`src/rtl/twp_pkg.sv`:
```
package twp_pkg;
	// register byte offsets
	localparam logic [7:0] OFF_TIMER_MODE = 8'h00;
	localparam logic [7:0] OFF_TICK_COUNT = 8'h04;
	localparam logic [7:0] OFF_DIR5 = 8'h08;
	localparam logic [7:0] OFF_DIR6 = 8'h0c;
	localparam logic [7:0] OFF_DIR7 = 8'h10;
	localparam logic [7:0] OFF_PULL_DOWN = 8'h14;
	localparam logic [7:0] OFF_OPEN_DRAIN = 8'h18;
	localparam logic [7:0] OFF_PULL_HIGH = 8'h1c;
	localparam logic [7:0] OFF_WDT_CTRL = 8'h20;
	localparam logic [7:0] OFF_IRQ_MASK = 8'h24;
	// timer mode field positions
	localparam int BIT_GIE = 6;
	localparam int BIT_SRC = 5;
	localparam int BIT_EDGE = 4;
	localparam int BIT_OWNER = 3;
	// watchdog control field positions
	localparam int BIT_WDT_EN = 7;
	localparam int BIT_EXT_SEL = 6;
	// irq mask field positions, pull-down unused bit and timer pin bit
	localparam int BIT_M_EXT = 2;
	localparam int BIT_M_CHG = 1;
	localparam int BIT_M_TOV = 0;
	localparam int BIT_PD_UNUSED = 3;
	localparam int TIMER_PIN_BIT = 4;
	// reset values and irq mask read fill
	localparam logic [7:0] RST_TIMER_MODE = 8'hbf;
	localparam logic [7:0] RST_PULL = 8'hff;
	localparam logic [7:0] RST_OPEN_DRAIN = 8'h00;
	localparam logic [7:0] RST_WDT_CTRL = 8'h80;
	localparam logic [7:0] RST_DIR = 8'hff;
	localparam logic [2:0] RST_IRQ_MASK = 3'h0;
	localparam logic [4:0] MASK_UPPER_FILL = 5'h1f;
	// timing
	localparam int unsigned CLK_FREQ_KHZ = 200000;
	localparam int unsigned WDT_TIMEOUT_MS = 18;
	localparam int unsigned WDT_TIMEOUT_CYC = WDT_TIMEOUT_MS * CLK_FREQ_KHZ;
	localparam logic [1:0] CYC_DIV_FAST = 2'h1;
	localparam logic [1:0] CYC_DIV_SLOW = 2'h3;
	localparam int PRE_WIDTH = 8;
	// axi responses
	localparam logic [1:0] RESP_OKAY = 2'h0;
	localparam logic [1:0] RESP_SLVERR = 2'h2;

	// low-bit mask for a prescaler tap of n stages
	function automatic logic [7:0] prescale_mask(input logic [3:0] n);
		logic [8:0] full;
		full = (9'h001 << n) - 9'h001;
		return full[7:0];
	endfunction
endpackage

```
`src/rtl/twp_ctl_if.sv`:
```
`timescale 1ns/1ps
interface twp_ctl_if;
	// prescaler group
	logic pre_in_tick;
	logic pre_clear;
	logic [3:0] pre_tap_n;
	logic pre_out_tick;
	// watchdog group
	logic wdt_tick;
	logic wdt_run;
	logic wdt_clear;
	logic wdt_expire;
	modport core(output pre_in_tick, pre_clear, pre_tap_n, wdt_tick, wdt_run, wdt_clear,
		input pre_out_tick, wdt_expire);
	modport pre(input pre_in_tick, pre_clear, pre_tap_n, output pre_out_tick);
	modport wdt(input wdt_tick, wdt_run, wdt_clear, output wdt_expire);
endinterface

```
`src/rtl/twp_prescaler.sv`:
```
`timescale 1ns/1ps
module twp_prescaler (
	// clock and reset
	input wire logic aclk,
	input wire logic aresetn,
	// control group
	twp_ctl_if.pre ctl
);
	logic [twp_pkg::PRE_WIDTH-1:0] count_reg;
	logic [7:0] tap_mask;

	// eight-bit synchronous count, cleared on demand
	always_ff @(posedge aclk) begin
		if (!aresetn || ctl.pre_clear) begin
			count_reg <= '0;
		end else if (ctl.pre_in_tick) begin
			count_reg <= count_reg + 8'h01;
		end
	end

	// tap chosen by ratio, one pass per 2^n input ticks
	assign tap_mask = twp_pkg::prescale_mask(ctl.pre_tap_n);
	assign ctl.pre_out_tick = ctl.pre_in_tick && ((count_reg & tap_mask) == tap_mask);
endmodule

```
`src/rtl/twp_watchdog.sv`:
```
`timescale 1ns/1ps
module twp_watchdog #(
	parameter int unsigned TIMEOUT = twp_pkg::WDT_TIMEOUT_CYC
) (
	// clock and reset
	input wire logic aclk,
	input wire logic aresetn,
	// control group
	twp_ctl_if.wdt ctl
);
	logic [31:0] count_reg;
	logic at_end;

	assign at_end = (count_reg == 32'(TIMEOUT - 1));

	// count only while enabled, hold while stopped
	always_ff @(posedge aclk) begin
		if (!aresetn || ctl.wdt_clear) begin
			count_reg <= '0;
		end else if (ctl.wdt_run && ctl.wdt_tick) begin
			count_reg <= at_end ? 32'h0 : count_reg + 32'h1;
		end
	end

	// expiry after the base period of ticks
	assign ctl.wdt_expire = ctl.wdt_run && ctl.wdt_tick && at_end && !ctl.wdt_clear;
endmodule

```
`src/rtl/twp_top.sv`:
```
// Decided for this implementation: the address map and the AXI4-Lite slave port.
`timescale 1ns/1ps
module twp_top #(
	parameter int unsigned WDT_TIMEOUT = twp_pkg::WDT_TIMEOUT_CYC
) (
	// clock and reset
	input wire logic aclk,
	input wire logic aresetn,
	// axi4-lite write address and data
	input wire logic [7:0] s_axi_awaddr,
	input wire logic s_axi_awvalid,
	output logic s_axi_awready,
	input wire logic [31:0] s_axi_wdata,
	input wire logic [3:0] s_axi_wstrb,
	input wire logic s_axi_wvalid,
	output logic s_axi_wready,
	output logic [1:0] s_axi_bresp,
	output logic s_axi_bvalid,
	input wire logic s_axi_bready,
	// axi4-lite read
	input wire logic [7:0] s_axi_araddr,
	input wire logic s_axi_arvalid,
	output logic s_axi_arready,
	output logic [31:0] s_axi_rdata,
	output logic [1:0] s_axi_rresp,
	output logic s_axi_rvalid,
	input wire logic s_axi_rready,
	// core instruction events and code option
	input wire logic irq_disable_instr,
	input wire logic irq_enable_instr,
	input wire logic irq_return_instr,
	input wire logic irq_taken,
	input wire logic watchdog_clear_instr,
	input wire logic sleep_instr,
	input wire logic cycle_divider_option,
	input wire logic [7:0] port6_out_data,
	// pins
	input wire logic timer_shared_pin,
	input wire logic [7:0] port6_pin_in,
	output logic [7:0] port5_oe,
	output logic [7:0] port6_oe,
	output logic [7:0] port6_out,
	output logic [1:0] port7_oe,
	output logic [6:0] pull_down_en,
	output logic [7:0] pull_high_en,
	// events
	output logic irq_request,
	output logic port_change_wake,
	output logic wdt_reset_req
);
	twp_ctl_if ctl();
	logic [7:0] timer_mode_reg, tick_count_reg, dir5_reg, dir6_reg, dir7_reg;
	logic [7:0] pull_down_n_reg, open_drain_reg, pull_high_n_reg, wdt_ctrl_reg;
	logic [2:0] irq_mask_reg;
	logic [1:0] cyc_cnt_reg, cyc_last;
	logic icyc_en_reg;
	logic tpin_s1_reg, tpin_s2_reg, tpin_prev_reg;
	logic [7:0] p6_s1_reg, p6_s2_reg, p6_prev_reg;
	logic awready_reg, wready_reg, bvalid_reg, arready_reg, rvalid_reg;
	logic [7:0] awaddr_reg, wdata_reg, rdata_reg;
	logic [1:0] bresp_reg, rresp_reg;
	logic [7:0] p5_oe_reg, p6_oe_reg, p6_out_reg;
	logic [1:0] p7_oe_reg;
	logic [6:0] pd_en_reg;
	logic [7:0] ph_en_reg;
	logic irq_req_reg, wake_reg, wdt_rst_reg;
	logic wr_do, wr_hit, tick_wr, owner_wdt, ext_src, tpin_edge, src_tick, tick_inc;
	logic ext_evt, chg_evt, tov_evt;
	logic [7:0] rd_val;
	logic rd_hit;
	assign owner_wdt = timer_mode_reg[twp_pkg::BIT_OWNER];
	assign ext_src = timer_mode_reg[twp_pkg::BIT_SRC];
	// instruction cycle enable from a two or four divider
	assign cyc_last = cycle_divider_option ? twp_pkg::CYC_DIV_SLOW : twp_pkg::CYC_DIV_FAST;
	always_ff @(posedge aclk) begin
		if (!aresetn) begin
			cyc_cnt_reg <= 2'h0;
			icyc_en_reg <= 1'b0;
		end else begin
			icyc_en_reg <= (cyc_cnt_reg == cyc_last);
			cyc_cnt_reg <= (cyc_cnt_reg == cyc_last) ? 2'h0 : cyc_cnt_reg + 2'h1;
		end
	end
	// pin synchronisers plus one stage for edge compare
	always_ff @(posedge aclk) begin
		if (!aresetn) begin
			tpin_s1_reg <= 1'b0;
			tpin_s2_reg <= 1'b0;
			tpin_prev_reg <= 1'b0;
			p6_s1_reg <= 8'h00;
			p6_s2_reg <= 8'h00;
			p6_prev_reg <= 8'h00;
		end else begin
			tpin_s1_reg <= timer_shared_pin;
			tpin_s2_reg <= tpin_s1_reg;
			tpin_prev_reg <= tpin_s2_reg;
			p6_s1_reg <= port6_pin_in;
			p6_s2_reg <= p6_s1_reg;
			p6_prev_reg <= p6_s2_reg;
		end
	end
	// edge polarity select on the timer pin
	assign tpin_edge = timer_mode_reg[twp_pkg::BIT_EDGE] ? (tpin_prev_reg && !tpin_s2_reg)
		: (!tpin_prev_reg && tpin_s2_reg);
	// internal cycle or external pin transition
	assign src_tick = ext_src ? tpin_edge : icyc_en_reg;
	// prescaler fed by counter source or by watchdog base tick
	assign ctl.pre_in_tick = owner_wdt ? 1'b1 : src_tick;
	// counter taps one stage further than watchdog
	assign ctl.pre_tap_n = {1'b0, timer_mode_reg[2:0]} + (owner_wdt ? 4'h0 : 4'h1);
	assign ctl.pre_clear = owner_wdt ? (watchdog_clear_instr || sleep_instr) : tick_wr;
	// direct source when watchdog owns the prescaler
	assign tick_inc = owner_wdt ? src_tick : ctl.pre_out_tick;
	// watchdog base tick runs regardless of sleep
	assign ctl.wdt_tick = owner_wdt ? ctl.pre_out_tick : 1'b1;
	assign ctl.wdt_run = wdt_ctrl_reg[twp_pkg::BIT_WDT_EN];
	// watchdog clear on clear or sleep instruction
	assign ctl.wdt_clear = watchdog_clear_instr || sleep_instr;
	twp_prescaler pre_u (
		.aclk(aclk),
		.aresetn(aresetn),
		.ctl(ctl.pre)
	);
	twp_watchdog #(.TIMEOUT(WDT_TIMEOUT)) wdog_u (
		.aclk(aclk),
		.aresetn(aresetn),
		.ctl(ctl.wdt)
	);
	// write channel: take address and data in either order
	assign wr_do = !awready_reg && !wready_reg && !bvalid_reg;
	assign wr_hit = (awaddr_reg <= twp_pkg::OFF_IRQ_MASK) && (awaddr_reg[1:0] == 2'h0);
	assign tick_wr = wr_do && (awaddr_reg == twp_pkg::OFF_TICK_COUNT);
	always_ff @(posedge aclk) begin
		if (!aresetn) begin
			awready_reg <= 1'b1;
			wready_reg <= 1'b1;
			bvalid_reg <= 1'b0;
			bresp_reg <= twp_pkg::RESP_OKAY;
			awaddr_reg <= 8'h00;
			wdata_reg <= 8'h00;
		end else begin
			if (s_axi_awvalid && awready_reg) begin
				awaddr_reg <= s_axi_awaddr;
				awready_reg <= 1'b0;
			end
			if (s_axi_wvalid && wready_reg) begin
				wdata_reg <= s_axi_wstrb[0] ? s_axi_wdata[7:0] : 8'h00;
				wready_reg <= 1'b0;
			end
			if (wr_do) begin
				bvalid_reg <= 1'b1;
				bresp_reg <= wr_hit ? twp_pkg::RESP_OKAY : twp_pkg::RESP_SLVERR;
			end
			if (bvalid_reg && s_axi_bready) begin
				bvalid_reg <= 1'b0;
				awready_reg <= 1'b1;
				wready_reg <= 1'b1;
			end
		end
	end
	// timer mode, global enable driven by instructions
	always_ff @(posedge aclk) begin
		if (!aresetn) begin
			timer_mode_reg <= twp_pkg::RST_TIMER_MODE;
		end else begin
			if (wr_do && awaddr_reg == twp_pkg::OFF_TIMER_MODE) begin
				timer_mode_reg <= wdata_reg;
			end
			if (irq_disable_instr || irq_taken) begin
				timer_mode_reg[twp_pkg::BIT_GIE] <= 1'b0;
			end else if (irq_enable_instr || irq_return_instr) begin
				timer_mode_reg[twp_pkg::BIT_GIE] <= 1'b1;
			end
		end
	end
	always_ff @(posedge aclk) begin
		if (!aresetn) begin
			tick_count_reg <= 8'h00;
		end else if (tick_wr) begin
			tick_count_reg <= wdata_reg;
		end else if (tick_inc) begin
			tick_count_reg <= tick_count_reg + 8'h01;
		end
	end
	// configuration registers and their reset values
	always_ff @(posedge aclk) begin
		if (!aresetn) begin
			dir5_reg <= twp_pkg::RST_DIR;
			dir6_reg <= twp_pkg::RST_DIR;
			dir7_reg <= twp_pkg::RST_DIR;
			pull_down_n_reg <= twp_pkg::RST_PULL;
			open_drain_reg <= twp_pkg::RST_OPEN_DRAIN;
			pull_high_n_reg <= twp_pkg::RST_PULL;
			wdt_ctrl_reg <= twp_pkg::RST_WDT_CTRL;
			irq_mask_reg <= twp_pkg::RST_IRQ_MASK;
		end else if (wr_do) begin
			unique case (awaddr_reg)
				twp_pkg::OFF_DIR5: dir5_reg <= wdata_reg;
				twp_pkg::OFF_DIR6: dir6_reg <= wdata_reg;
				twp_pkg::OFF_DIR7: dir7_reg <= wdata_reg;
				twp_pkg::OFF_PULL_DOWN: pull_down_n_reg <= wdata_reg;
				twp_pkg::OFF_OPEN_DRAIN: open_drain_reg <= wdata_reg;
				twp_pkg::OFF_PULL_HIGH: pull_high_n_reg <= wdata_reg;
				twp_pkg::OFF_WDT_CTRL: wdt_ctrl_reg <= wdata_reg;
				twp_pkg::OFF_IRQ_MASK: irq_mask_reg <= wdata_reg[2:0];
				default: ;
			endcase
		end
	end
	// read decode, fill bits
	always_comb begin
		rd_val = 8'h00;
		rd_hit = 1'b1;
		unique case (s_axi_araddr)
			twp_pkg::OFF_TIMER_MODE: rd_val = timer_mode_reg;
			twp_pkg::OFF_TICK_COUNT: rd_val = tick_count_reg;
			twp_pkg::OFF_DIR5: rd_val = dir5_reg;
			twp_pkg::OFF_DIR6: rd_val = dir6_reg;
			twp_pkg::OFF_DIR7: rd_val = dir7_reg;
			twp_pkg::OFF_PULL_DOWN: begin
				rd_val = pull_down_n_reg;
				rd_val[twp_pkg::BIT_PD_UNUSED] = 1'b1;
			end
			twp_pkg::OFF_OPEN_DRAIN: rd_val = open_drain_reg;
			twp_pkg::OFF_PULL_HIGH: rd_val = pull_high_n_reg;
			twp_pkg::OFF_WDT_CTRL: rd_val = wdt_ctrl_reg;
			twp_pkg::OFF_IRQ_MASK: rd_val = {twp_pkg::MASK_UPPER_FILL, irq_mask_reg};
			default: rd_hit = 1'b0;
		endcase
	end
	// read channel: one cycle from address to data
	always_ff @(posedge aclk) begin
		if (!aresetn) begin
			arready_reg <= 1'b1;
			rvalid_reg <= 1'b0;
			rdata_reg <= 8'h00;
			rresp_reg <= twp_pkg::RESP_OKAY;
		end else if (s_axi_arvalid && arready_reg) begin
			arready_reg <= 1'b0;
			rvalid_reg <= 1'b1;
			rdata_reg <= rd_val;
			rresp_reg <= rd_hit ? twp_pkg::RESP_OKAY : twp_pkg::RESP_SLVERR;
		end else if (rvalid_reg && s_axi_rready) begin
			arready_reg <= 1'b1;
			rvalid_reg <= 1'b0;
		end
	end
	// /INT falling edge only while pin is the irq input
	assign ext_evt = wdt_ctrl_reg[twp_pkg::BIT_EXT_SEL] && p6_prev_reg[0] && !p6_s2_reg[0];
	assign chg_evt = |(p6_prev_reg ^ p6_s2_reg);
	assign tov_evt = tick_inc && !tick_wr && (tick_count_reg == 8'hff);
	// masked and globally gated irq request
	always_ff @(posedge aclk) begin
		if (!aresetn) begin
			irq_req_reg <= 1'b0;
			wake_reg <= 1'b0;
			wdt_rst_reg <= 1'b0;
		end else begin
			irq_req_reg <= timer_mode_reg[twp_pkg::BIT_GIE] &&
				|(irq_mask_reg & {ext_evt, chg_evt, tov_evt});
			wake_reg <= chg_evt && irq_mask_reg[twp_pkg::BIT_M_CHG];
			wdt_rst_reg <= ctl.wdt_expire;
		end
	end
	always_ff @(posedge aclk) begin
		if (!aresetn) begin
			p5_oe_reg <= 8'h00;
			p6_oe_reg <= 8'h00;
			p6_out_reg <= 8'h00;
			p7_oe_reg <= 2'h0;
			pd_en_reg <= 7'h00;
			ph_en_reg <= 8'h00;
		end else begin
			p5_oe_reg <= ~dir5_reg;
			// timer pin left to input when counting it
			if (ext_src) begin
				p5_oe_reg[twp_pkg::TIMER_PIN_BIT] <= 1'b0;
			end
			p6_oe_reg <= ~dir6_reg & (~open_drain_reg | ~port6_out_data);
			if (wdt_ctrl_reg[twp_pkg::BIT_EXT_SEL]) begin
				p6_oe_reg[0] <= 1'b0;
			end
			p6_out_reg <= port6_out_data & ~open_drain_reg;
			p7_oe_reg <= ~dir7_reg[1:0];
			pd_en_reg <= ~{pull_down_n_reg[7:4], pull_down_n_reg[2:0]};
			ph_en_reg <= ~pull_high_n_reg;
		end
	end
	assign s_axi_awready = awready_reg;
	assign s_axi_wready = wready_reg;
	assign s_axi_bvalid = bvalid_reg;
	assign s_axi_bresp = bresp_reg;
	assign s_axi_arready = arready_reg;
	assign s_axi_rvalid = rvalid_reg;
	assign s_axi_rdata = {24'h000000, rdata_reg};
	assign s_axi_rresp = rresp_reg;
	assign port5_oe = p5_oe_reg;
	assign port6_oe = p6_oe_reg;
	assign port6_out = p6_out_reg;
	assign port7_oe = p7_oe_reg;
	assign pull_down_en = pd_en_reg;
	assign pull_high_en = ph_en_reg;
	assign irq_request = irq_req_reg;
	assign port_change_wake = wake_reg;
	assign wdt_reset_req = wdt_rst_reg;
endmodule

```
`config.mk`:
```
export PLATFORM = sky130hd
export DESIGN_NAME = twp_top
export DESIGN_NICKNAME = d
export VERILOG_FILES = /design/src/rtl/twp_pkg.sv /design/src/rtl/twp_ctl_if.sv /design/src/rtl/twp_prescaler.sv /design/src/rtl/twp_watchdog.sv /design/src/rtl/twp_top.sv
export SDC_FILE = /design/constraint.sdc
export NUM_CORES = 1
export LEC_CHECK = 0
export BUFFER_PORTS_ARGS = -buffer_cell sky130_fd_sc_hd__buf_4
export CAP_MARGIN = 20
export CORE_AREA = 3 3 149 151
export DETAILED_ROUTE_END_ITERATION = 10
export DIE_AREA = 0 0 152 154
export HOLD_SLACK_MARGIN = 0.02
export PLACE_DENSITY = 0.67
export SETUP_SLACK_MARGIN = 0.3
export SLEW_MARGIN = 20
export SYNTH_ARGS = -nofsm -noshare
export SYNTH_HDL_FRONTEND = slang
export SYNTH_SLANG_ARGS = --single-unit
export TNS_END_PERCENT = 5
```
`constraint.sdc`:
```
create_clock -name aclk -period 5.1 [get_ports aclk]
set_input_delay 1.02 -clock aclk [delete_from_list [all_inputs] [get_ports aclk]]
set_output_delay 1.02 -clock aclk [all_outputs]
set_load 0.01 [all_outputs]
```
==> impl_metrics.tcl, run 1 <==
set metrics [dict create \
    slowest_delay_ns 0.63 \
    regArea_um2 4384 \
    use_met1_pct 28.39 \
    r2r_slack_ns 0.86 \
    arrival_ns 4.68 \
    wire_per_inst_um 16.84 \
    dieArea_um2 23410 \
    grt_max_degree 97 \
    max_slew_margin_pct 31.09 \
    mostFrequentLayoutCells "dfxtp_1, nand2_1, buf_4" \
    grt_pass1_wl_um 39650 \
    setup_viol 0 \
    synth_simple_gate_area_share_pct 24.72 \
    ant_nets 0 \
    power.density_nw_per_um2 339.7 \
    worst_slew_pin_slew_ns 1.030 \
    synth_ff_type "dfxtp_1" \
    p_leak_nw 4.300 \
    worst_skew_pair.late_latency_ns 0.52 \
    detailedPlace.worstSlack_ns 0.8480 \
    final_common_cell "dfxtp_1" \
    fp.dieH_um 154 \
    largest_register_ffs 32 \
    worstSetupPathType "reg -> reg" \
    cp_top_family "compound AO/OA/AOI/OAI gates" \
    post-route-util_pct 53.03 \
    route.detailed.drc 0 \
    p_clk_share_pct 47.6 \
    p_seq_share_pct 47.0 \
    htreeDepth 1 \
    synth_cells 1093 \
    startpoint_type "flop" \
    reg2reg_depth 14 \
    min_path_type "reg -> reg" \
    core_um2 20960 \
    finalMaxSlewViolations 0 \
    cap_viol_max_count 0 \
    grt_remaining_overflow 0 \
    portBuffers 114 \
    start_util_pct 44.57 \
    crit_start "timer_mode_reg[3]$_SDFFE_PN1P_" \
    max-clock-path-buffers 3 \
    clk_pin_slew_worst_paths_ns 0.06 \
    io_pins 168 \
    combPwrFrac_pct 5.4 \
    post_cts_buffers 0 \
    rsz0062_at_grt "false" \
    setup-tns-final_ns 0 \
    crit_end "tick_count_reg[5]$_SDFFE_PN0P_" \
    routed_wl_um 24870 \
    max_freq_mhz 236.0 \
    track_usage_pct 20.26 \
    clock_skew_ns 0.01630 \
    crit_slowest_cell "or4_1" \
    synth_mux_area_share_pct 3.537 \
    crit_top_cell "ha_1" \
    status "finished, final reports clean" \
    grt-busiest-layer "met2" \
    fin_crit_sh_pct 83.08 \
    syn_area_um2 9340 \
    met2_usage_pct 32.01 \
    path_depth 14 \
    synth-xor-area-share_pct 1.942 \
    ys_seq_elements 219 \
    p_int_mw 2.917 \
    drive_gt1_share_pct 15.47 \
    nets 1274 \
    critPathBufInv 1 \
    postCtsHoldBufs 0 \
    hpwl_um 17010 \
    drt_iter0_markers 595 \
    fp.dieW_um 152 \
    rows 53 \
    avgSynthCellArea_um2 8.545 \
    synth_compound_area_share_pct 16.48 \
    antenna_cells 0 \
    multiInputGateArea_um2 4549 \
    gp_congestion 0.8697 \
    synth-seq-area-share_pct 46.94 \
    cts_tree "done" \
    cts_root_buf "clkbuf_16" \
    ys_warn_count 0 \
    synth-async-reset-ratio_pct 0 \
    cts_resized 0 \
    synth_edf_count 0 \
    synthAdderAreaFrac_pct 0.9377 \
    first_pass_iters 5 \
    reg2reg_to "tick_count_reg[5]$_SDFFE_PN0P_" \
    worstHoldPathCells 1 \
    end_kind "flop" \
    num_vias 8177 \
    crit_chain "inv_1 > ha_1 > ha_1 > xnor2_2 > o2bb2ai_2 > nand2_1 > ha_1 > o21ai_0 > a21o_1 > and3_1 > o21ai_0 > a41oi_1 > or4_1 > a31oi_1" \
    vdd_drop_max_uv 188.5 \
    grt_pass1_vias 7520 \
    sw_frac_of_total_pct 22.73 \
    crit_fanout 13 \
    synthToLayoutAreaGrowth_pct 18.97 \
    via_per_inst 5.536 \
    n_fill_cell 2012 \
    setup_ws_ns 0.8631 \
    use_met3_pct 4.194 \
    power_switching_uw 858.1 \
    numCtsBuffers 24 \
    period_minus_slack_ns 4.237 \
    antenna_found_initial 0 \
    cts.sinks 219 \
    hold_violations 0 \
    reg2reg_from "timer_mode_reg[3]$_SDFFE_PN1P_" \
    ys_types 68 \
    synth_top_family_by_area "simple AND/OR/NAND/NOR gates" \
    critPathRequiredTime_ns 5.54 \
]
==> synthesized netlist by cell type (all sizes together), types with 9 or more instances <==
cell type / number / share of area (%)
dfxtp: 219 / 47
nand2: 160 / 6.5
nor2: 97 / 4.0
a21oi: 73 / 3.9
nand3: 72 / 3.9
clkbuf: 51 / 2.0
o21ai: 51 / 2.7
a22oi: 33 / 2.7
and2: 33 / 2.2
mux2i: 33 / 3.5
buf: 31 / 2.5
inv: 22 / 0.88
or3: 22 / 1.5
nand4: 18 / 1.2
xnor2: 15 / 1.5
a31oi: 14 / 0.94
nor3: 13 / 0.70
o31ai: 13 / 1.2
a211oi: 11 / 0.88
or4: 10 / 0.84
and3: 9 / 0.60
nand2b: 9 / 0.60
==> worst reg2reg max path, stage by stage (launching register included) <==
cell       delay, ns
dfxtp_1         0.55
inv_1           0.22
ha_1            0.23
ha_1            0.31
xnor2_2         0.22
o2bb2ai_2       0.17
nand2_1         0.08
ha_1            0.21
o21ai_0         0.10
a21o_1          0.20
and3_1          0.16
o21ai_0         0.40
a41oi_1         0.50
or4_1           0.63
a31oi_1         0.17
==> area by class of cell <==
class                   instances  area share, %
flip-flops and latches        219          39.45
repair buffers                122          8.242
well taps                     275          3.097
clock inverters                13          1.430
inverters                      22         0.7432
clock buffers                  31          6.092
multi-input cells             795          40.94
==> power groups by stage <==
stage               sequential, mW  clock [mW]  combinational [mW]
floorplan                     1.80           0               0.150
global placement              1.81           0               0.203
detailed placement            1.81           0               0.205
CTS                           1.77        1.82               0.206
global route                  1.78        1.90               0.230
finish                        1.77        1.80               0.206
==> per-layer routing <==
layer  part of all wire (%)  wire, µm  vias to the layer above
li1                       -         -                     4022
met1                     45     11270                     3831
met2                     45     11310                      289
met3                    7.1      1777                       35
met4                    2.0       508                        0
met5                      0         0                        -
==> worst min-delay path by stage <==
| stage | start | endpoint | slack (ns) |
|---|---|---|---|
| 2_1_floorplan | p6_s1_reg[0]$_SDFF_PN0_ | p6_s2_reg[0]$_SDFF_PN0_ | 0.41 |
| 3_3_place_gp | p6_s1_reg[7]$_SDFF_PN0_ | p6_s2_reg[7]$_SDFF_PN0_ | 0.42 |
| 3_5_place_dp | p6_s1_reg[5]$_SDFF_PN0_ | p6_s2_reg[5]$_SDFF_PN0_ | 0.42 |
| 4_1_cts | p6_s1_reg[5]$_SDFF_PN0_ | p6_s2_reg[5]$_SDFF_PN0_ | 0.44 |
| 5_1_grt | p6_s1_reg[7]$_SDFF_PN0_ | p6_s2_reg[7]$_SDFF_PN0_ | 0.44 |
| 6_report | p6_s1_reg[3]$_SDFF_PN0_ | p6_s2_reg[3]$_SDFF_PN0_ | 0.43 |
==> kinds of logic after synthesis <==
group                      after synthesis
other                                    1
xor gates and xnor gates                19
AOI/OAI and AO/OA                      236
buffers and inverters                  104
and+or+nand+nor                        474
muxes                                   33
DFF                                    219
adders and majority gates                7
==> through the flow <==
stage / hold WS (ns) / instance area (µm²) / cells / power [mW]
final: 0.4315 / 11110 / 1477 / 3.775
after global routing: 0.4408 / 11110 / 1477 / 3.902
after CTS: 0.4359 / 11110 / 1477 / 3.804
after detailed placement: 0.4214 / 10280 / 1433 / 2.017
after global placement: 0.4167 / 10270 / 1433 / 2.013
after floorplan: 0.4119 / 9434 / 1118 / 1.945
Note: power is estimated with default switching activity, not from simulation.
==> run 2, diff against run 1 <==
==> constraint.sdc (replaced) <==
create_clock -name aclk -period 4.4 [get_ports aclk]
set_input_delay 0.88 -clock aclk [delete_from_list [all_inputs] [get_ports aclk]]
set_output_delay 0.88 -clock aclk [all_outputs]
set_load 0.01 [all_outputs]
==> run 2 against run 1 <==
Compared with the run above:
- cell count rose by 0.81%
- highest routed layer unchanged
- sequential share of layout area fell by 0.27 points
- largest power group is now sequential cells
- clock skew is 0.0073 ns higher
==> impl_metrics.tcl, run 2 (synthesized netlist as in run 1, its figures left out) <==
set metrics [dict create \
    worst_slew_pin_slew_ns 0.9800 \
    crit_fanout 13 \
    min_path_type "reg -> reg" \
    worst_skew_pair.late_latency_ns 0.52 \
    grt_pass1_wl_um 40650 \
    portBuffers 114 \
    fp.dieH_um 154 \
    place_area_um2 10390 \
    dieArea_um2 23410 \
    finalMaxSlewViolations 0 \
    setup-tns-final_ns 0 \
    regArea_um2 4384 \
    grt_remaining_overflow 0 \
    post-route-util_pct 53.40 \
    antenna_found_initial 0 \
    cts_tree "done" \
    vdd_drop_max_uv 274.9 \
    n_fill_cell 2022 \
    io_pins 168 \
    clock_skew_ns 0.02363 \
    worstSetupPathType "reg -> reg" \
    p_leak_nw 4.362 \
    power_switching_uw 990.2 \
    mostFrequentLayoutCells "dfxtp_1, nand2_1, buf_4" \
    r2r_slack_ns 0.82 \
    cap_viol_max_count 0 \
    multiInputGateArea_um2 4549 \
    p_int_mw 3.323 \
    reg2reg_depth 12 \
    cts_root_buf "clkbuf_16" \
    fin_crit_sh_pct 81.41 \
    end_kind "flop" \
    placed_cells 1446 \
    max_freq_mhz 279.2 \
    setup_viol 0 \
    status "finished, final reports clean" \
    gp_congestion 0.8611 \
    startpoint_type "flop" \
    final_common_cell "dfxtp_1" \
    crit_start "timer_mode_reg[0]$_SDFFE_PN1P_" \
    drt_iter0_markers 489 \
    sw_frac_of_total_pct 22.95 \
    htreeDepth 1 \
    rsz0062_at_grt "false" \
    start_util_pct 44.57 \
    wire_per_inst_um 16.82 \
    num_vias 8224 \
    clk_pin_slew_worst_paths_ns 0.06 \
    fp.dieW_um 152 \
    antenna_cells 0 \
    power.density_nw_per_um2 385.5 \
    track_usage_pct 20.66 \
    nets 1287 \
    postCtsHoldBufs 0 \
    fin_cells 1489 \
    setup_ws_ns 0.8179 \
    first_pass_iters 5 \
    p_seq_share_pct 47.7 \
    design_area_um2 11190 \
    drive_gt1_share_pct 16.06 \
    p_clk_share_pct 46.6 \
    reg2reg_to "wdog_u.count_reg[8]$_SDFFE_PP0N_" \
    post_cts_buffers 0 \
    numCtsBuffers 24 \
    routed_wl_um 25050 \
    ant_nets 0 \
    detailedPlace.worstSlack_ns 0.8471 \
    max-clock-path-buffers 3 \
    grt_max_degree 72 \
    hpwl_um 17580 \
    cts_resized 0 \
    reg2reg_from "timer_mode_reg[0]$_SDFFE_PN1P_" \
    combPwrFrac_pct 5.7 \
    core_um2 20960 \
    via_per_inst 5.523 \
    grt_pass1_vias 7796 \
    critPathRequiredTime_ns 4.84 \
    hold_violations 0 \
    route.detailed.drc 0 \
    crit_end "wdog_u.count_reg[8]$_SDFFE_PP0N_" \
    arrival_ns 4.02 \
    max_slew_margin_pct 34.43 \
    rows 53 \
    largest_register_ffs 32 \
    synthToLayoutAreaGrowth_pct 19.80 \
    period_minus_slack_ns 3.582 \
    cts.sinks 219 \
]
run 2: worst min path at each step:
stage / start / cells past startpoint / endpoint
2_1_floorplan: p6_s1_reg[0]$_SDFF_PN0_ / 1 / p6_s2_reg[0]$_SDFF_PN0_
3_3_place_gp: p6_s1_reg[3]$_SDFF_PN0_ / 1 / p6_s2_reg[3]$_SDFF_PN0_
3_5_place_dp: p6_s1_reg[3]$_SDFF_PN0_ / 1 / p6_s2_reg[3]$_SDFF_PN0_
4_1_cts: p6_s1_reg[6]$_SDFF_PN0_ / 1 / p6_s2_reg[6]$_SDFF_PN0_
5_1_grt: p6_s1_reg[3]$_SDFF_PN0_ / 1 / p6_s2_reg[3]$_SDFF_PN0_
6_report: p6_s1_reg[3]$_SDFF_PN0_ / 1 / p6_s2_reg[3]$_SDFF_PN0_
run 2: metrics by stage:
| step | hold slack [ns] | power, mW |
|---|---|---|
| 2_1_floorplan | 0.4119 | 2.255 |
| 3_3_place_gp | 0.4194 | 2.340 |
| 3_5_place_dp | 0.4205 | 2.345 |
| 4_1_cts | 0.4335 | 4.344 |
| 5_1_grt | 0.4510 | 4.457 |
| 6_report | 0.4318 | 4.314 |
run 2: power groups by stage:
stage | Sequential [mW] | Clock [mW] | Combinational, mW
after global placement | 2.10 | 0 | 0.242
after floorplan | 2.08 | 0 | 0.173
after detailed placement | 2.10 | 0 | 0.246
after CTS | 2.05 | 2.04 | 0.247
after global routing | 2.06 | 2.12 | 0.274
final | 2.06 | 2.01 | 0.247
run 2: per-layer routing:
metal | wire length (µm) | part of all wire, % | track usage [%] | vias up
li1 | - | - | - | 4051
met5 | 0 | 0 | 0 | -
met4 | 518 | 2.1 | 5.351 | 0
met3 | 1944 | 7.8 | 3.856 | 44
met1 | 11210 | 45 | 28.83 | 3833
met2 | 11370 | 45 | 33.17 | 296
run 2: final cells by class:
type,count,area share (%)
repair buffers,135,9.169
multi-input cells,795,40.66
clock inverters,6,0.6597
clock buffers,37,6.519
inverters,22,0.7380
flip-flops and latches,219,39.18
well taps,275,3.075
run 2: critical path: stages (launching register included):
cell and delay, ns:
dfxtp_1 0.35, ha_1 0.21, ha_1 0.22, xnor2_2 0.26, o2bb2ai_2 0.17, nand2_1 0.07
ha_1 0.28, o32ai_1 0.08, a221o_1 0.30, nor4_2 0.34, a41oi_2 0.47, or4_1 0.62
a21oi_1 0.15
